**config.mk**
```make
export PLATFORM = sky130hd
export DESIGN_NAME = iss_top
export DESIGN_NICKNAME = d
export VERILOG_FILES = /design/src/rtl/iss_pkg.sv /design/src/rtl/iss_top.sv
export SDC_FILE = /design/constraint.sdc
export NUM_CORES = 1
export LEC_CHECK = 0
export BUFFER_PORTS_ARGS = -buffer_cell sky130_fd_sc_hd__buf_2
export CAP_MARGIN = 20
export CORE_MARGIN = 4
export CORE_UTILIZATION = 55
export CTS_CLUSTER_DIAMETER = 50
export DETAILED_ROUTE_END_ITERATION = 8
export HOLD_SLACK_MARGIN = 0.06
export PLACE_DENSITY = 0.77
export SETUP_SLACK_MARGIN = 0.15
export SYNTH_ARGS = -nofsm -noshare
export SYNTH_HDL_FRONTEND = slang
export SYNTH_SLANG_ARGS = --single-unit
export TNS_END_PERCENT = 50
```
**constraint.sdc**
```tcl
create_clock -name hclk -period 6.25 [get_ports hclk]
set_input_delay 1.5625 -clock hclk [delete_from_list [all_inputs] [get_ports hclk]]
set_output_delay 1.5625 -clock hclk [all_outputs]
set_load 0.05 [all_outputs]
```
**src/rtl/iss_pkg.sv**
```systemverilog
// constants shared by the interrupt source select block
// Overview of operation
// port control bit 5 set blocks the sixth external interrupt pin
// port control bit 6 set blocks the seventh external interrupt pin
// port control bit 7 set blocks all key-input interrupt requests
// non-maskable requests pass only while processor mode two bit 4 is set
// second select bits 2 and 3 connect the I2C and SCL/SDA slots
// second select bit 4 picks serial eight start/stop or remote receiver 0
// second select bit 5 picks serial eight transmit/NACK or remote receiver 1
// second select bit 6 picks timer b three or serial one start/stop
// second select bit 7 picks timer b four or serial two start/stop
// first select bit 5 picks one edge or both edges for pin five
// unselected sources are ignored; select changes affect later events only
package iss_pkg;

	// register indices; byte address is four times the index
	localparam logic [11:0] IDX_MODE_TWO = 12'h01E;
	localparam logic [11:0] IDX_SS3    = 12'h205;
	localparam logic [11:0] IDX_SS2    = 12'h206;
	localparam logic [11:0] IDX_SS1    = 12'h207;
	localparam logic [11:0] IDX_AME    = 12'h20E;
	localparam logic [11:0] IDX_AME2   = 12'h20F;
	localparam logic [11:0] IDX_AMV0   = 12'h210;
	localparam logic [11:0] IDX_AMV1   = 12'h214;
	localparam logic [11:0] IDX_AMV2   = 12'h218;
	localparam logic [11:0] IDX_AMV3   = 12'h21C;
	localparam logic [11:0] IDX_PORT_CTL = 12'h366;
	localparam logic [11:0] IDX_STAT   = 12'h380;
	localparam logic [11:0] IDX_CLR    = 12'h381;
	localparam logic [11:0] IDX_EN     = 12'h382;

	// field positions
	localparam int PORT_CTL_SIX_DIS   = 5;
	localparam int PORT_CTL_SEVEN_DIS = 6;
	localparam int PORT_CTL_KEY_DIS   = 7;
	localparam int MODE_TWO_NMI_EN    = 4;
	localparam int SS2_I2C       = 2;
	localparam int SS2_SCLSDA    = 3;
	localparam int SS2_RC0       = 4;
	localparam int SS2_RC1       = 5;
	localparam int SS2_SS0       = 6;
	localparam int SS2_SS1       = 7;
	localparam int SS1_BOTH_EDGE = 5;

	// status bit positions
	localparam int ST_EXT5   = 0;
	localparam int ST_NMI    = 1;
	localparam int ST_I2C    = 2;
	localparam int ST_SCLSDA = 3;
	localparam int ST_SLOTA  = 4;
	localparam int ST_SLOTB  = 5;
	localparam int ST_SLOTC  = 6;
	localparam int ST_SLOTD  = 7;

	// reset values
	localparam logic [7:0]  RST_BYTE = 8'h00;
	localparam logic [23:0] RST_AMV  = 24'h000000;
	localparam logic [31:0] RD_ZERO  = 32'h00000000;

	// ahb encodings
	localparam logic [1:0] HTRANS_NONSEQ = 2'h2;
	localparam logic       HRESP_OKAY    = 1'h0;

endpackage : iss_pkg

```
**src/rtl/iss_top.sv**
```systemverilog
// interrupt input gating and source selection with ahb-lite registers
//
// Design decision made here: the AHB-Lite slave port.
`timescale 1ns/1ns
module iss_top #(
	parameter int KEY_WIDTH = 8
) (
	// clock and reset
	input  wire logic                 hclk,
	input  wire logic                 hresetn,
	// ahb-lite slave
	input  wire logic                 hsel,
	input  wire logic [31:0]          haddr,
	input  wire logic [1:0]           htrans,
	input  wire logic                 hwrite,
	input  wire logic [2:0]           hsize,
	input  wire logic [31:0]          hwdata,
	input  wire logic                 hready,
	output logic      [31:0]          hrdata,
	output logic                      hreadyout,
	output logic                      hresp,
	// raw pins, levels
	input  wire logic                 ext_irq_pin_five,
	input  wire logic                 ext_irq_pin_six,
	input  wire logic                 ext_irq_pin_seven,
	input  wire logic [KEY_WIDTH-1:0] key_in,
	input  wire logic                 nmi_in,
	// peripheral events, one-cycle pulses
	input  wire logic                 i2c_ev,
	input  wire logic                 scl_sda_ev,
	input  wire logic                 serial_port_eight_ss_ev,
	input  wire logic                 serial_port_eight_tx_ev,
	input  wire logic                 remote_rx0_ev,
	input  wire logic                 remote_rx1_ev,
	input  wire logic                 timer_b_three_ev,
	input  wire logic                 timer_b_four_ev,
	input  wire logic                 serial_port_first_ss_ev,
	input  wire logic                 serial_port_second_ss_ev,
	// towards cpu interrupt logic
	output logic                      ext5_req,
	output logic                      ext6_lvl,
	output logic                      ext7_lvl,
	output logic      [KEY_WIDTH-1:0] key_lvl,
	output logic                      nmi_lvl,
	output logic                      i2c_req,
	output logic                      scl_sda_req,
	output logic                      slot_a_req,
	output logic                      slot_b_req,
	output logic                      slot_c_req,
	output logic                      slot_d_req,
	output logic                      irq
);

	// refuse key widths the gating cannot serve
	if (KEY_WIDTH < 1 || KEY_WIDTH > 32) begin : g_chk
		$error("iss_top: KEY_WIDTH must be 1 to 32");
	end

	// refuse field positions that do not fit in an eight-bit register
	if (iss_pkg::PORT_CTL_KEY_DIS > 7 || iss_pkg::MODE_TWO_NMI_EN > 7
		|| iss_pkg::SS2_SS1 > 7 || iss_pkg::SS1_BOTH_EDGE > 7) begin : g_chk_fields
		$error("iss_top: a control field lies outside its register");
	end

	// every piece of state, registered as one word
	typedef struct packed {
		// documented control registers
		logic [7:0]           port_ctl;
		logic [7:0]           mode_two;
		logic [7:0]           ss3;
		logic [7:0]           ss2;
		logic [7:0]           ss1;
		// address-match registers, stored only
		logic [7:0]           ame;
		logic [7:0]           ame2;
		logic [3:0][23:0]     amv;
		// sticky status and its enable
		logic [7:0]           stat;
		logic [7:0]           en;
		// bus pipeline: pending write and read data
		logic                 wr_pend;
		logic [11:0]          wr_idx;
		logic [31:0]          rdata;
		// edge history
		logic                 ext5_prev;
		logic                 nmi_prev;
		// registered outputs towards the cpu
		logic                 ext5_req;
		logic                 ext6_lvl;
		logic                 ext7_lvl;
		logic [KEY_WIDTH-1:0] key_lvl;
		logic                 nmi_lvl;
		logic                 i2c_req;
		logic                 scl_sda_req;
		logic                 slot_a_req;
		logic                 slot_b_req;
		logic                 slot_c_req;
		logic                 slot_d_req;
	} iss_state_t;

	iss_state_t st_r;
	iss_state_t st_nxt;

	// read value of one register index from a state copy
	function automatic logic [31:0] iss_read(input iss_state_t s, input logic [11:0] idx);
		logic [31:0] v;
		v = iss_pkg::RD_ZERO;
		unique case (idx)
			// one-byte control registers
			iss_pkg::IDX_MODE_TWO: begin
				v[7:0] = s.mode_two;
			end
			iss_pkg::IDX_SS3: begin
				v[7:0] = s.ss3;
			end
			iss_pkg::IDX_SS2: begin
				v[7:0] = s.ss2;
			end
			iss_pkg::IDX_SS1: begin
				v[7:0] = s.ss1;
			end
			iss_pkg::IDX_AME: begin
				v[7:0] = s.ame;
			end
			iss_pkg::IDX_AME2: begin
				v[7:0] = s.ame2;
			end
			iss_pkg::IDX_PORT_CTL: begin
				v[7:0] = s.port_ctl;
			end
			// address-match values, 24 bits each
			iss_pkg::IDX_AMV0: begin
				v[23:0] = s.amv[0];
			end
			iss_pkg::IDX_AMV1: begin
				v[23:0] = s.amv[1];
			end
			iss_pkg::IDX_AMV2: begin
				v[23:0] = s.amv[2];
			end
			iss_pkg::IDX_AMV3: begin
				v[23:0] = s.amv[3];
			end
			// status and enable; the clear register reads as zero
			iss_pkg::IDX_STAT: begin
				v[7:0] = s.stat;
			end
			iss_pkg::IDX_EN: begin
				v[7:0] = s.en;
			end
			default:           v = iss_pkg::RD_ZERO;
		endcase
		return v;
	endfunction : iss_read

	// apply one data-phase write to a state copy
	function automatic iss_state_t iss_write(input iss_state_t s, input logic [11:0] idx,
		input logic [31:0] d);
		iss_state_t n;
		n = s;
		unique case (idx)
			// one-byte control registers
			iss_pkg::IDX_MODE_TWO: begin
				n.mode_two = d[7:0];
			end
			iss_pkg::IDX_SS3: begin
				n.ss3 = d[7:0];
			end
			iss_pkg::IDX_SS2: begin
				n.ss2 = d[7:0];
			end
			iss_pkg::IDX_SS1: begin
				n.ss1 = d[7:0];
			end
			iss_pkg::IDX_AME: begin
				n.ame = d[7:0];
			end
			iss_pkg::IDX_AME2: begin
				n.ame2 = d[7:0];
			end
			iss_pkg::IDX_PORT_CTL: begin
				n.port_ctl = d[7:0];
			end
			// address-match values keep their low 24 bits
			iss_pkg::IDX_AMV0: begin
				n.amv[0] = d[23:0];
			end
			iss_pkg::IDX_AMV1: begin
				n.amv[1] = d[23:0];
			end
			iss_pkg::IDX_AMV2: begin
				n.amv[2] = d[23:0];
			end
			iss_pkg::IDX_AMV3: begin
				n.amv[3] = d[23:0];
			end
			// clear takes write-one-to-clear; enable is stored as written
			iss_pkg::IDX_CLR: begin
				n.stat = s.stat & ~d[7:0];
			end
			iss_pkg::IDX_EN: begin
				n.en = d[7:0];
			end
			default:           n = s;  // status and unmapped indices ignore writes
		endcase
		return n;
	endfunction : iss_write

	// edge test used by the pin-five detector and the nmi status
	function automatic logic iss_edge(input logic prev, input logic cur, input logic rise);
		return rise ? (cur & ~prev) : (prev & ~cur);
	endfunction : iss_edge

	// level gate: pass the input only while the enable is high
	function automatic logic iss_gate(input logic lvl, input logic enable);
		return lvl & enable;
	endfunction : iss_gate

	// shared-slot selector: only the chosen source can reach the slot,
	// the other source is dropped entirely rather than queued
	function automatic logic iss_pick(input logic sel, input logic when_one,
		input logic when_zero);
		logic r;
		if (sel) begin
			r = when_one;
		end else begin
			r = when_zero;
		end
		return r;
	endfunction : iss_pick

	logic [7:0] ev_vec;
	logic       acc;

	// next-state logic: register writes, gating, routing, status
	always_comb begin
		st_nxt = st_r;
		acc = hsel & hready & (htrans == iss_pkg::HTRANS_NONSEQ);
		ev_vec = 8'h00;

		// data phase of a write lands here, one cycle after its address phase;
		// the address phase of the next transfer may overlap it
		if (st_r.wr_pend) begin
			st_nxt = iss_write(st_r, st_r.wr_idx, hwdata);
		end

		// address phase: latch write target; read data is zero unless a read is taken
		st_nxt.wr_pend = acc & hwrite;
		st_nxt.wr_idx = haddr[13:2];
		st_nxt.rdata = iss_pkg::RD_ZERO;

		// pin gating uses the registers as they stand this cycle, so a write
		// to port control reaches the pins one edge after it lands
		st_nxt.ext6_lvl = iss_gate(ext_irq_pin_six,
			~st_r.port_ctl[iss_pkg::PORT_CTL_SIX_DIS]);
		st_nxt.ext7_lvl = iss_gate(ext_irq_pin_seven,
			~st_r.port_ctl[iss_pkg::PORT_CTL_SEVEN_DIS]);
		// keys pass bit by bit; detection is left to the cpu side
		if (st_r.port_ctl[iss_pkg::PORT_CTL_KEY_DIS]) begin
			st_nxt.key_lvl = '0;
		end else begin
			st_nxt.key_lvl = key_in;
		end

		// nmi suppressed until software sets the enable in mode register two
		st_nxt.nmi_lvl = iss_gate(nmi_in, st_r.mode_two[iss_pkg::MODE_TWO_NMI_EN]);

		// pin five: falling edge in single-edge mode, any change in both-edge mode;
		// history resets low, so an idle-low pin gives no false edge
		st_nxt.ext5_prev = ext_irq_pin_five;
		if (st_r.ss1[iss_pkg::SS1_BOTH_EDGE]) begin
			st_nxt.ext5_req = ext_irq_pin_five ^ st_r.ext5_prev;
		end else begin
			st_nxt.ext5_req = iss_edge(st_r.ext5_prev, ext_irq_pin_five, 1'b0);
		end

		// dedicated slots connected only when their select bit is set
		st_nxt.i2c_req = iss_gate(i2c_ev, st_r.ss2[iss_pkg::SS2_I2C]);
		st_nxt.scl_sda_req = iss_gate(scl_sda_ev, st_r.ss2[iss_pkg::SS2_SCLSDA]);

		// shared slots: only the selected source reaches the slot;
		// a select change only steers events sampled after it lands
		st_nxt.slot_a_req = iss_pick(st_r.ss2[iss_pkg::SS2_RC0],
			remote_rx0_ev, serial_port_eight_ss_ev);
		st_nxt.slot_b_req = iss_pick(st_r.ss2[iss_pkg::SS2_RC1],
			remote_rx1_ev, serial_port_eight_tx_ev);
		st_nxt.slot_c_req = iss_pick(st_r.ss2[iss_pkg::SS2_SS0],
			serial_port_first_ss_ev, timer_b_three_ev);
		st_nxt.slot_d_req = iss_pick(st_r.ss2[iss_pkg::SS2_SS1],
			serial_port_second_ss_ev, timer_b_four_ev);

		// sticky status from routed events; set wins over a clear because
		// the events are merged after the write has been applied
		st_nxt.nmi_prev = st_r.nmi_lvl;
		ev_vec[iss_pkg::ST_EXT5] = st_r.ext5_req;
		ev_vec[iss_pkg::ST_NMI] = iss_edge(st_r.nmi_prev, st_r.nmi_lvl, 1'b1);
		ev_vec[iss_pkg::ST_I2C] = st_r.i2c_req;
		ev_vec[iss_pkg::ST_SCLSDA] = st_r.scl_sda_req;
		ev_vec[iss_pkg::ST_SLOTA] = st_r.slot_a_req;
		ev_vec[iss_pkg::ST_SLOTB] = st_r.slot_b_req;
		ev_vec[iss_pkg::ST_SLOTC] = st_r.slot_c_req;
		ev_vec[iss_pkg::ST_SLOTD] = st_r.slot_d_req;
		st_nxt.stat = st_nxt.stat | ev_vec;

		// read sees any write finishing this cycle, so a read right
		// after a write to the same register returns the new value
		if (acc && !hwrite) begin
			st_nxt.rdata = iss_read(st_nxt, haddr[13:2]);
		end
	end

	// state register
	always_ff @(posedge hclk or negedge hresetn) begin
		if (!hresetn) begin
			st_r <= '0;
		end else begin
			st_r <= st_nxt;
		end
	end

	// bus answer: zero-wait, always okay
	assign hrdata      = st_r.rdata;
	assign hreadyout   = 1'b1;                // zero-wait slave
	assign hresp       = iss_pkg::HRESP_OKAY;

	// gated and routed requests, straight from flip-flops
	assign ext5_req    = st_r.ext5_req;
	assign ext6_lvl    = st_r.ext6_lvl;
	assign ext7_lvl    = st_r.ext7_lvl;
	assign key_lvl     = st_r.key_lvl;
	assign nmi_lvl     = st_r.nmi_lvl;
	assign i2c_req     = st_r.i2c_req;
	assign scl_sda_req = st_r.scl_sda_req;
	assign slot_a_req  = st_r.slot_a_req;
	assign slot_b_req  = st_r.slot_b_req;
	assign slot_c_req  = st_r.slot_c_req;
	assign slot_d_req  = st_r.slot_d_req;

	// level interrupt from enabled sticky status
	assign irq         = |(st_r.stat & st_r.en);

endmodule : iss_top

```
=== Word level (Yosys, flattened, before mapping) ===
Cells that the tools add are included.
W data, S select, Z words.

* Flip-flop bits (word level): 233
* Latch bits: 0
* RAM bits: 0
* Bits in read-only memories: 0
* Input port bits: 96
* Logic and storage cells: 101
* Memories: 0

* $add $sub $neg: 0
* Multipliers: 0
* Divide/modulo/power cells: 0
* $lt $le $gt $ge: 0
* Equal/unequal tests: 27
* Shift-type cells: 0
* Mux-type cells: 23
* Bitwise gates (word level): 19
* Reductions and logical operators: 3

{| class="wikitable"
|+ Operator list
! kind !! number
|-
| $eq A12 B10 Y1 const B || 24
|-
| $mux W233 || 1
|-
| $mux W24 || 5
|-
| $pmux W8 S13 || 1
|-
| $mux W8 || 10
|-
| $pmux W16 S4 || 1
|-
| $eq A12 B5 Y1 const B || 2
|-
| $and A8 B8 Y8 || 2
|-
| $and A1 B1 Y1 || 10
|-
| $not A8 Y8 || 1
|-
| $or A8 B8 Y8 || 1
|-
| $reduce_or A8 Y1 || 1
|-
| $mux W1 || 5
|-
| $not A1 Y1 || 4
|-
| $eq A2 B2 Y1 const B || 1
|-
| $logic_and A1 B1 Y1 || 1
|-
| $logic_not A1 Y1 || 1
|-
| $xor A1 B1 Y1 || 1
|}

=== Depth between registers and ports, before layout ===
Gate-level depths: netlist of run 1.

* Word-level depth: 7
* Mapped depth: 8
* Mapped depth without buffers: 6

=== Least setup slack after synthesis of run 1 ===
Ideal clock, no wire load.

* Kind: input port to flip-flop
* Start: input port haddr[7]
* End: register st_r, in the netlist hrdata[7]
* Setup time: 82 ps
* Arrival time: 3282 ps
* Required time: 6168 ps
* Slack: 2886 ps
* Cell stages on the path: 6
* Buffers on the path: 0
* Path through: or4_1 > nor3_2 > nor4b_2 > a22oi_1 > nor4b_1 > a31oi_1

{| class="wikitable"
|+ RTL lines
! item !! RTL line !! source
|-
| from (decl) || iss_top.sv:13 || <nowiki>input wire logic [31:0] haddr,</nowiki>
|-
| to (signal assigned) || iss_top.sv:317 || <nowiki>st_r <= st_nxt;</nowiki>
|-
| to (decl) || iss_top.sv:101 || <nowiki>iss_state_t st_r;</nowiki>
|}

==> metrics.md, run 1 <==
| Metric | Value |
|---|---|
| Gpl congestion | 0.826 |
| Sw Ratio | 22.5% |
| #FFs+latches synth | 225 |
| Drt pass-1 iters | 5 |
| Postcts setup bufs | 0 |
| Setup ws final | 2430 ps |
| Row cnt | 48 |
| Max Cap Viol | 0 |
| Final Cycle Share | 61.2% |
| Sequential Power Share | 49.3% |
| Inserted Diodes | 0 |
| Synth async-reset ratio | 100% |
| Post-CTS Resized | 0 |
| CP startpoint kind | input port |
| GRT Overall Usage | 23.8% |
| DRC Markers | 0 |
| Post-Layout Cell Count | 1,097 |
| Nets | 953 |
| Area of the mapped netlist | 0.00983 sq mm |
| First-pass GRT wire length | 37,600 um |
| Max FFs per register | 183 |
| RSZ-0062 raised after global routing | no |
| Synthesized instance count | 781 |
| Final Hold Vio Count | 0 |
| Hold Path Class | flop to flop |
| Arrival time at the worst endpoint | 4240 ps |
| Die ar. | 0.0201 sq mm |
| Top Ports | 149 |
| Routed length per instance | 21.6 um |
| Tightest Pin Transition | 1100 ps |
| Setup-violating endpoint count in the final report | 0 |
| Worst slew margin | 26.4% |
| Std-Cell Core Area | 0.0174 sq mm |
| Crit end category | flop |
| Placed Cells | 1,055 |
| Clock-pin slew on the worst setup and hold paths | 60 ps |
| Syn Area/Cell | 12.6 sq um |
| TritonCTS Buffers | 24 |
| Post-route ant nets | 0 |
| Peak Freq | 261 MHz |
| Final slew viol count | 0 |
| Clock power share | 44.5% |
| Synth Warn # | 0 |
| Power Density | 280 mW/mm^2 |
| GRT overflow | 0 |
| Post-CTS Hold Buffers | 0 |
| Longest Clk Path Bufs | 3 |
| Synth Flop Type | dfrtp_1 |
| Worst-Skew Late Latency | 510 ps |
| Worst Setup Path Type | input port to flop |
| HPWL Detailed | 15,100 um |
| Routed Wire Length | 23,700 um |
| Die H | 142 um |
| Initial antenna violation count | 0 |
| Number of enable flip-flop cells after synthesis | 0 |
| CTS tree | done |
| Layout area overhead | 13.0% |
| Peak VDD IR | 0.199 mV |
| Setup TNS | 0 ps |
| Comb power frac | 6.2% |
| Lkg Pwr | 4.93 nW |
| Minimum clock period | 3820 ps |
| Clock skew | 12.3 ps |
| Sequential area share after synthesis | 57.3% |
| Die width | 142 um |
| Int Pwr | 2.41 mW |
| Largest fanout on the critical path | 15 |
| IO Port Bufs | 107 |
| Drt via density | 6.01 |
| Setup WS pre-CTS | 2000 ps |
| Largest reg by FF count | st_r |
| Worst EP required | 6670 ps |
| Layout filler cell count | 1,339 |
| CTS Root Cell | clkbuf_16 |
| Starting Density | 56.5% |
| Fin util | 63.8% |
| # H-tree levels | 1 |
| Tot Pwr | 3.11 mW |
| Clock Sinks | 225 |
| NetSw | 700 uW |
| Vias | 6,589 |
| Vias in the first global route | 6,783 |
| Starting DRT DRC Count | 450 |
| Status | finished clean |
| Netlist cell types | 51 |
| Share of layout cells above drive strength 1 | 35.4% |
| Largest net degree at the start of global routing | 137 |
==> cell type report <==
cell class	count	area, sq um	share of cell area, %
Timing Repair Buffer	118	628	5.65
Clock buffer	38	724	6.52
Clock inverter	4	52.6	0.473
Sequential cell	225	5630	50.7
Tap cell	225	282	2.53
Multi-Input combinational cell	476	3750	33.8
Inverter	11	41.3	0.372
==> power by group through the flow <==
| stage | combinational [mW] | sequential [mW] | clock, mW |
|---|---|---|---|
| floorplan | 0.105 | 1.57 | 0 |
| global route | 0.211 | 1.54 | 1.47 |
| finish | 0.192 | 1.53 | 1.38 |
| CTS | 0.194 | 1.53 | 1.40 |
| global placement | 0.188 | 1.56 | 0 |
| detailed placement | 0.193 | 1.56 | 0 |
==> cells in the mapped netlist, drive strengths merged (10+ instances only) <==
| cell type | count | area (sq um) |
|---|---|---|
| and2 | 19 | 119 |
| dfrtp | 225 | 5630 |
| nor2b | 22 | 138 |
| clkbuf | 20 | 75.1 |
| mux2 | 138 | 1550 |
| nor3 | 10 | 60.1 |
| buf | 57 | 387 |
| a21oi | 23 | 115 |
| nand2 | 86 | 323 |
| nand4 | 17 | 163 |
| inv | 11 | 41.3 |
| a22oi | 38 | 285 |
==> layer usage <==
layer	routed length [um]	vias up	global-route usage [%]
met5	0	-	0
met4	696	0	8.18
met3	1890	58	5.09
met2	11300	285	38.1
met1	9790	3307	32.6
li1	-	2939	-
==> worst max-delay path, stage by stage <==
cell     delay, ps
buf_2          120
nor3b_1        450
nand4_1        400
nor3b_2        890
buf_4          370
and2_1         170
nor4b_1         50
a31oi_1        210
==> final timing paths <==
kind	startpoint	to	slack, ps	cells past startpoint
worst min-delay path	nmi_lvl$_DFF_PN0_	st_r[18]$_DFF_PN0_	400	0
min in group asynchronous	hresetn	key_lvl[2]$_DFF_PN0_	1180	1
max in group asynchronous	hresetn	st_r[204]$_DFF_PN0_	3870	2
worst min register to register	nmi_lvl$_DFF_PN0_	st_r[18]$_DFF_PN0_	400	0
worst max register to register	st_r[52]$_DFF_PN0_	hrdata[1]$_DFF_PN0_	3190	6
worst max-delay path	haddr[13]	hrdata[0]$_DFF_PN0_	2430	8
==> kinds of logic (layout without fill, tap and decap cells) <==
logic type | after synthesis | count (layout) | share of synthesized area [%]
fa+ha+maj | 1 | 1 | 0.127
other cells | 2 | 10 | 0.0764
compound gates | 113 | 113 | 8.54
buf+inv | 88 | 171 | 5.11
simple gates | 209 | 209 | 12.6
flops | 225 | 225 | 57.3
mux | 143 | 143 | 16.3
==> layout by cell type (no fill, tap or decap), types with 10 or more instances in the layout <==
| cell | n |
|---|---|
| a21oi_1 | 23 |
| conb_1 | 10 |
| mux2_2 | 138 |
| dfrtp_1 | 225 |
| nand2_1 | 86 |
| buf_2 | 106 |
| clkbuf_16 | 25 |
| a22oi_1 | 38 |
| and2_1 | 19 |
| nor2b_1 | 22 |
| buf_4 | 11 |
| inv_1 | 11 |
==> stage by stage <==
| step | hold slack (ps) | instance area [sq um] |
|---|---|---|
| floorplan | 397 | 9860 |
| global placement | 395 | 10300 |
| detailed placement | 394 | 10300 |
| CTS | 404 | 11100 |
| global route | 431 | 11100 |
| finish | 396 | 11100 |
Note: power is estimated with default switching activity, not from simulation.
==> run 2: changes to the inputs <==
Settings changed: ABC_AREA from default to 1, PLACE_DENSITY 0.77 to 0.76.
Clock period 6.25 ns to 3.6 ns, I/O delays scaled along.
==> metrics.md, run 2 <==
| Metric | Value |
|---|---|
| Die ar. | 0.0233 sq mm |
| Most numerous cell in the Yosys netlist | nand2_1 |
| Most common cell after layout, fill and taps aside | nand2_1 |
| Peak Freq | 364 MHz |
| Die H | 153 um |
| Worst-Skew Late Latency | 530 ps |
| Ranking of synthesized cells by area | dfrtp_1 49%, nand2_1 12%, nand3_1 9.9%, inv_1 7.1%, and2_1 4.9% |
| Layout area overhead | 12.3% |
| Critical Path End | irq |
| Tot Pwr | 5.65 mW |
| Tightest Pin Transition | 885 ps |
| Max FFs per register | 183 |
| Share of layout cells above drive strength 1 | 15.2% |
| Peak VDD IR | 0.319 mV |
| Multiplexer share of the synthesized area | 0% |
| Crit path launch | st_r[74]$_DFF_PN0_ |
| Hold Path Class | input port to async pin |
| Final Hold Vio Count | 0 |
| CTS Root Cell | clkbuf_16 |
| Drt pass-1 iters | 6 |
| First-pass GRT wire length | 47,100 um |
| Reg2reg setup slack | 1050 ps |
| Largest net degree at the start of global routing | 86 |
| Routed Wire Length | 29,000 um |
| HPWL Detailed | 19,300 um |
| CTS tree | done |
| Setup ws final | 853 ps |
| Synth Flop Type | dfrtp_1 |
| Minimum clock period | 2750 ps |
| Netlist cell types | 34 |
| Vias | 9,544 |
| DR WL met2 | 13,400 um |
| Synth async-reset ratio | 100% |
| Critical path cell sequence | nand2_1, o21ai_0, a221oi_1, nand3_1, buf_2 |
| Sequential area share after synthesis | 48.9% |
| Worst slew margin | 40.8% |
| Max Cap Viol | 0 |
| Initial antenna violation count | 0 |
| Row cnt | 52 |
| Commonest cells after routing, fill and taps aside | 358 x nand2_1, 227 x nand3_1, 225 x dfrtp_1 |
| Power Density | 437 mW/mm^2 |
| Drt via density | 5.25 |
| Number of enable flip-flop cells after synthesis | 0 |
| Final Cycle Share | 76.3% |
| DRC Markers | 0 |
| IO Port Bufs | 107 |
| Clock-pin slew on the worst setup and hold paths | 60 ps |
| Worst R2R End | hrdata[10]$_DFF_PN0_ |
| Met1 WL | 12,500 um |
| CP delay by family, top | compound AO/OA/AOI/OAI gates |
| Reg-to-Reg Start | st_r[64]$_DFF_PN0_ |
| Std-Cell Core Area | 0.0204 sq mm |
| Yosys top cell by area | dfrtp_1 |
| Fin util | 63.2% |
| Post-route ant nets | 0 |
| Starting DRT DRC Count | 751 |
| Status | finished clean |
| Largest reg by FF count | st_r |
| Starting Density | 56.3% |
| Routed wire length on met3 | 2160 um |
| Inserted Diodes | 0 |
| #FFs+latches synth | 225 |
| Vias in the first global route | 9,326 |
| GRT overflow | 0 |
| Crit end category | primary output |
| RSZ-0062 raised after global routing | no |
| Area of the mapped netlist | 0.0115 sq mm |
| TritonCTS Buffers | 27 |
| Clock Sinks | 225 |
| Post-Synth XOR/XNOR Area | 0% |
| Setup WS pre-CTS | 852 ps |
| Routed length per instance | 16.0 um |
| Final hold slack | 356 ps |
| Lkg Pwr | 7.24 nW |
| Postcts setup bufs | 0 |
| Commonest cells post-synth | 358 x nand2_1, 227 x nand3_1, 225 x dfrtp_1, 219 x inv_1, 97 x nor2_1 |
| Post-Synth Simple-Gate Area | 34.8% |
| CP startpoint kind | flop |
| Synthesized instance count | 1,453 |
| Compound-Gate Fraction of Synth Area | 3.50% |
| Setup-violating endpoint count in the final report | 0 |
| Top-area cell type share of the netlist area | 48.9% |
| Synth Warn # | 0 |
| Layout filler cell count | 1,755 |
| GRT Overall Usage | 24.5% |
| Largest stage delay, worst path | 400 ps |
| Largest fanout on the critical path | 2 |
| # H-tree levels | 1 |
| Post-CTS Hold Buffers | 0 |
| Main combinational cell family by area after synthesis | simple AND/OR/NAND/NOR gates |
| Top layer in use | met4 |
| Die width | 153 um |
| CP Depth | 5 |
| Critical-path top delay cell | dfrtp_1 |
| Adder-cell share of the synthesized area | 0.109% |
| Final slew viol count | 0 |
| Syn Area/Cell | 7.92 sq um |
| Buf/Inv on CP | 1 |
| Top Ports | 149 |
| Arrival time at the worst endpoint | 1850 ps |
| Worst Setup Path Type | flop to primary output |
| Nets | 1,623 |
| Longest Clk Path Bufs | 3 |
| Worst EP required | 2700 ps |
| R2R depth | 7 |
| Setup TNS | 0 ps |
| Gpl congestion | 0.903 |
| Clock skew | 16.4 ps |
| Post-CTS Resized | 0 |
==> run 2: cell types whose count changed after synthesis, moves of 11 or more <==
| cell | delta |
|---|---|
| nand2_1 | +272 |
| mux2_2 | -138 |
| o22ai_1 | +11 |
| o21ai_1 | +46 |
| nor2_2 | +13 |
| nor2b_1 | -22 |
| nor2_1 | +89 |
| and2_1 | +71 |
| inv_1 | +208 |
| nand3_1 | +226 |
| a22oi_1 | -38 |
| a21oi_1 | -22 |
==> run 2: how the worst min path moves through the flow <==
stage | start | to | slack (ps)
2_1_floorplan | st_r[230]$_DFF_PN0_ | ext6_lvl$_DFF_PN0_ | 400
3_3_place_gp | nmi_lvl$_DFF_PN0_ | st_r[18]$_DFF_PN0_ | 380
3_5_place_dp | nmi_lvl$_DFF_PN0_ | st_r[18]$_DFF_PN0_ | 410
4_1_cts | hresetn | st_r[93]$_DFF_PN0_ | 390
5_1_grt | hresetn | st_r[147]$_DFF_PN0_ | 400
6_report | hresetn | st_r[147]$_DFF_PN0_ | 360
==> run 2: final cells by class <==
class	instances	area (sq um)	area share, %
Tap cell	270	338	2.61
Multi-Input combinational cell	924	4460	34.5
Inverter	223	840	6.50
Clock buffer	35	766	5.93
Sequential cell	225	5630	43.6
Timing Repair Buffer	125	706	5.46
Clock inverter	15	183	1.41
==> run 2: where the power goes <==
part | internal, mW | switching, mW | total [mW]
clock network | 1.73 | 1.11 | 2.84
logic | 0.0540 | 0.194 | 0.248
registers | 2.55 | 0.0108 | 2.56
total | 4.33 | 1.32 | 5.65
==> run 2: per-stage QoR <==
stage                     std cells  area [sq um]
after floorplan                1461         11500
after global placement         1767         12000
after detailed placement       1767         12000
after CTS                      1817         12900
after global routing           1817         12900
final                          1817         12900
==> run 2: kinds of logic (layout without fill, tap and decap cells) <==
logic type / after synthesis / count (layout)
other cells: 2 / 10
buf+inv: 312 / 398
compound gates: 74 / 74
simple gates: 839 / 839
flops: 225 / 225
fa+ha+maj: 1 / 1
==> run 2: metal layers <==
| metal | vias up | track usage (%) |
|---|---|---|
| met2 | 371 | 39.4 |
| met3 | 55 | 4.03 |
| li1 | 4591 | - |
| met5 | - | 0 |
| met4 | 0 | 8.15 |
| met1 | 4527 | 34.2 |
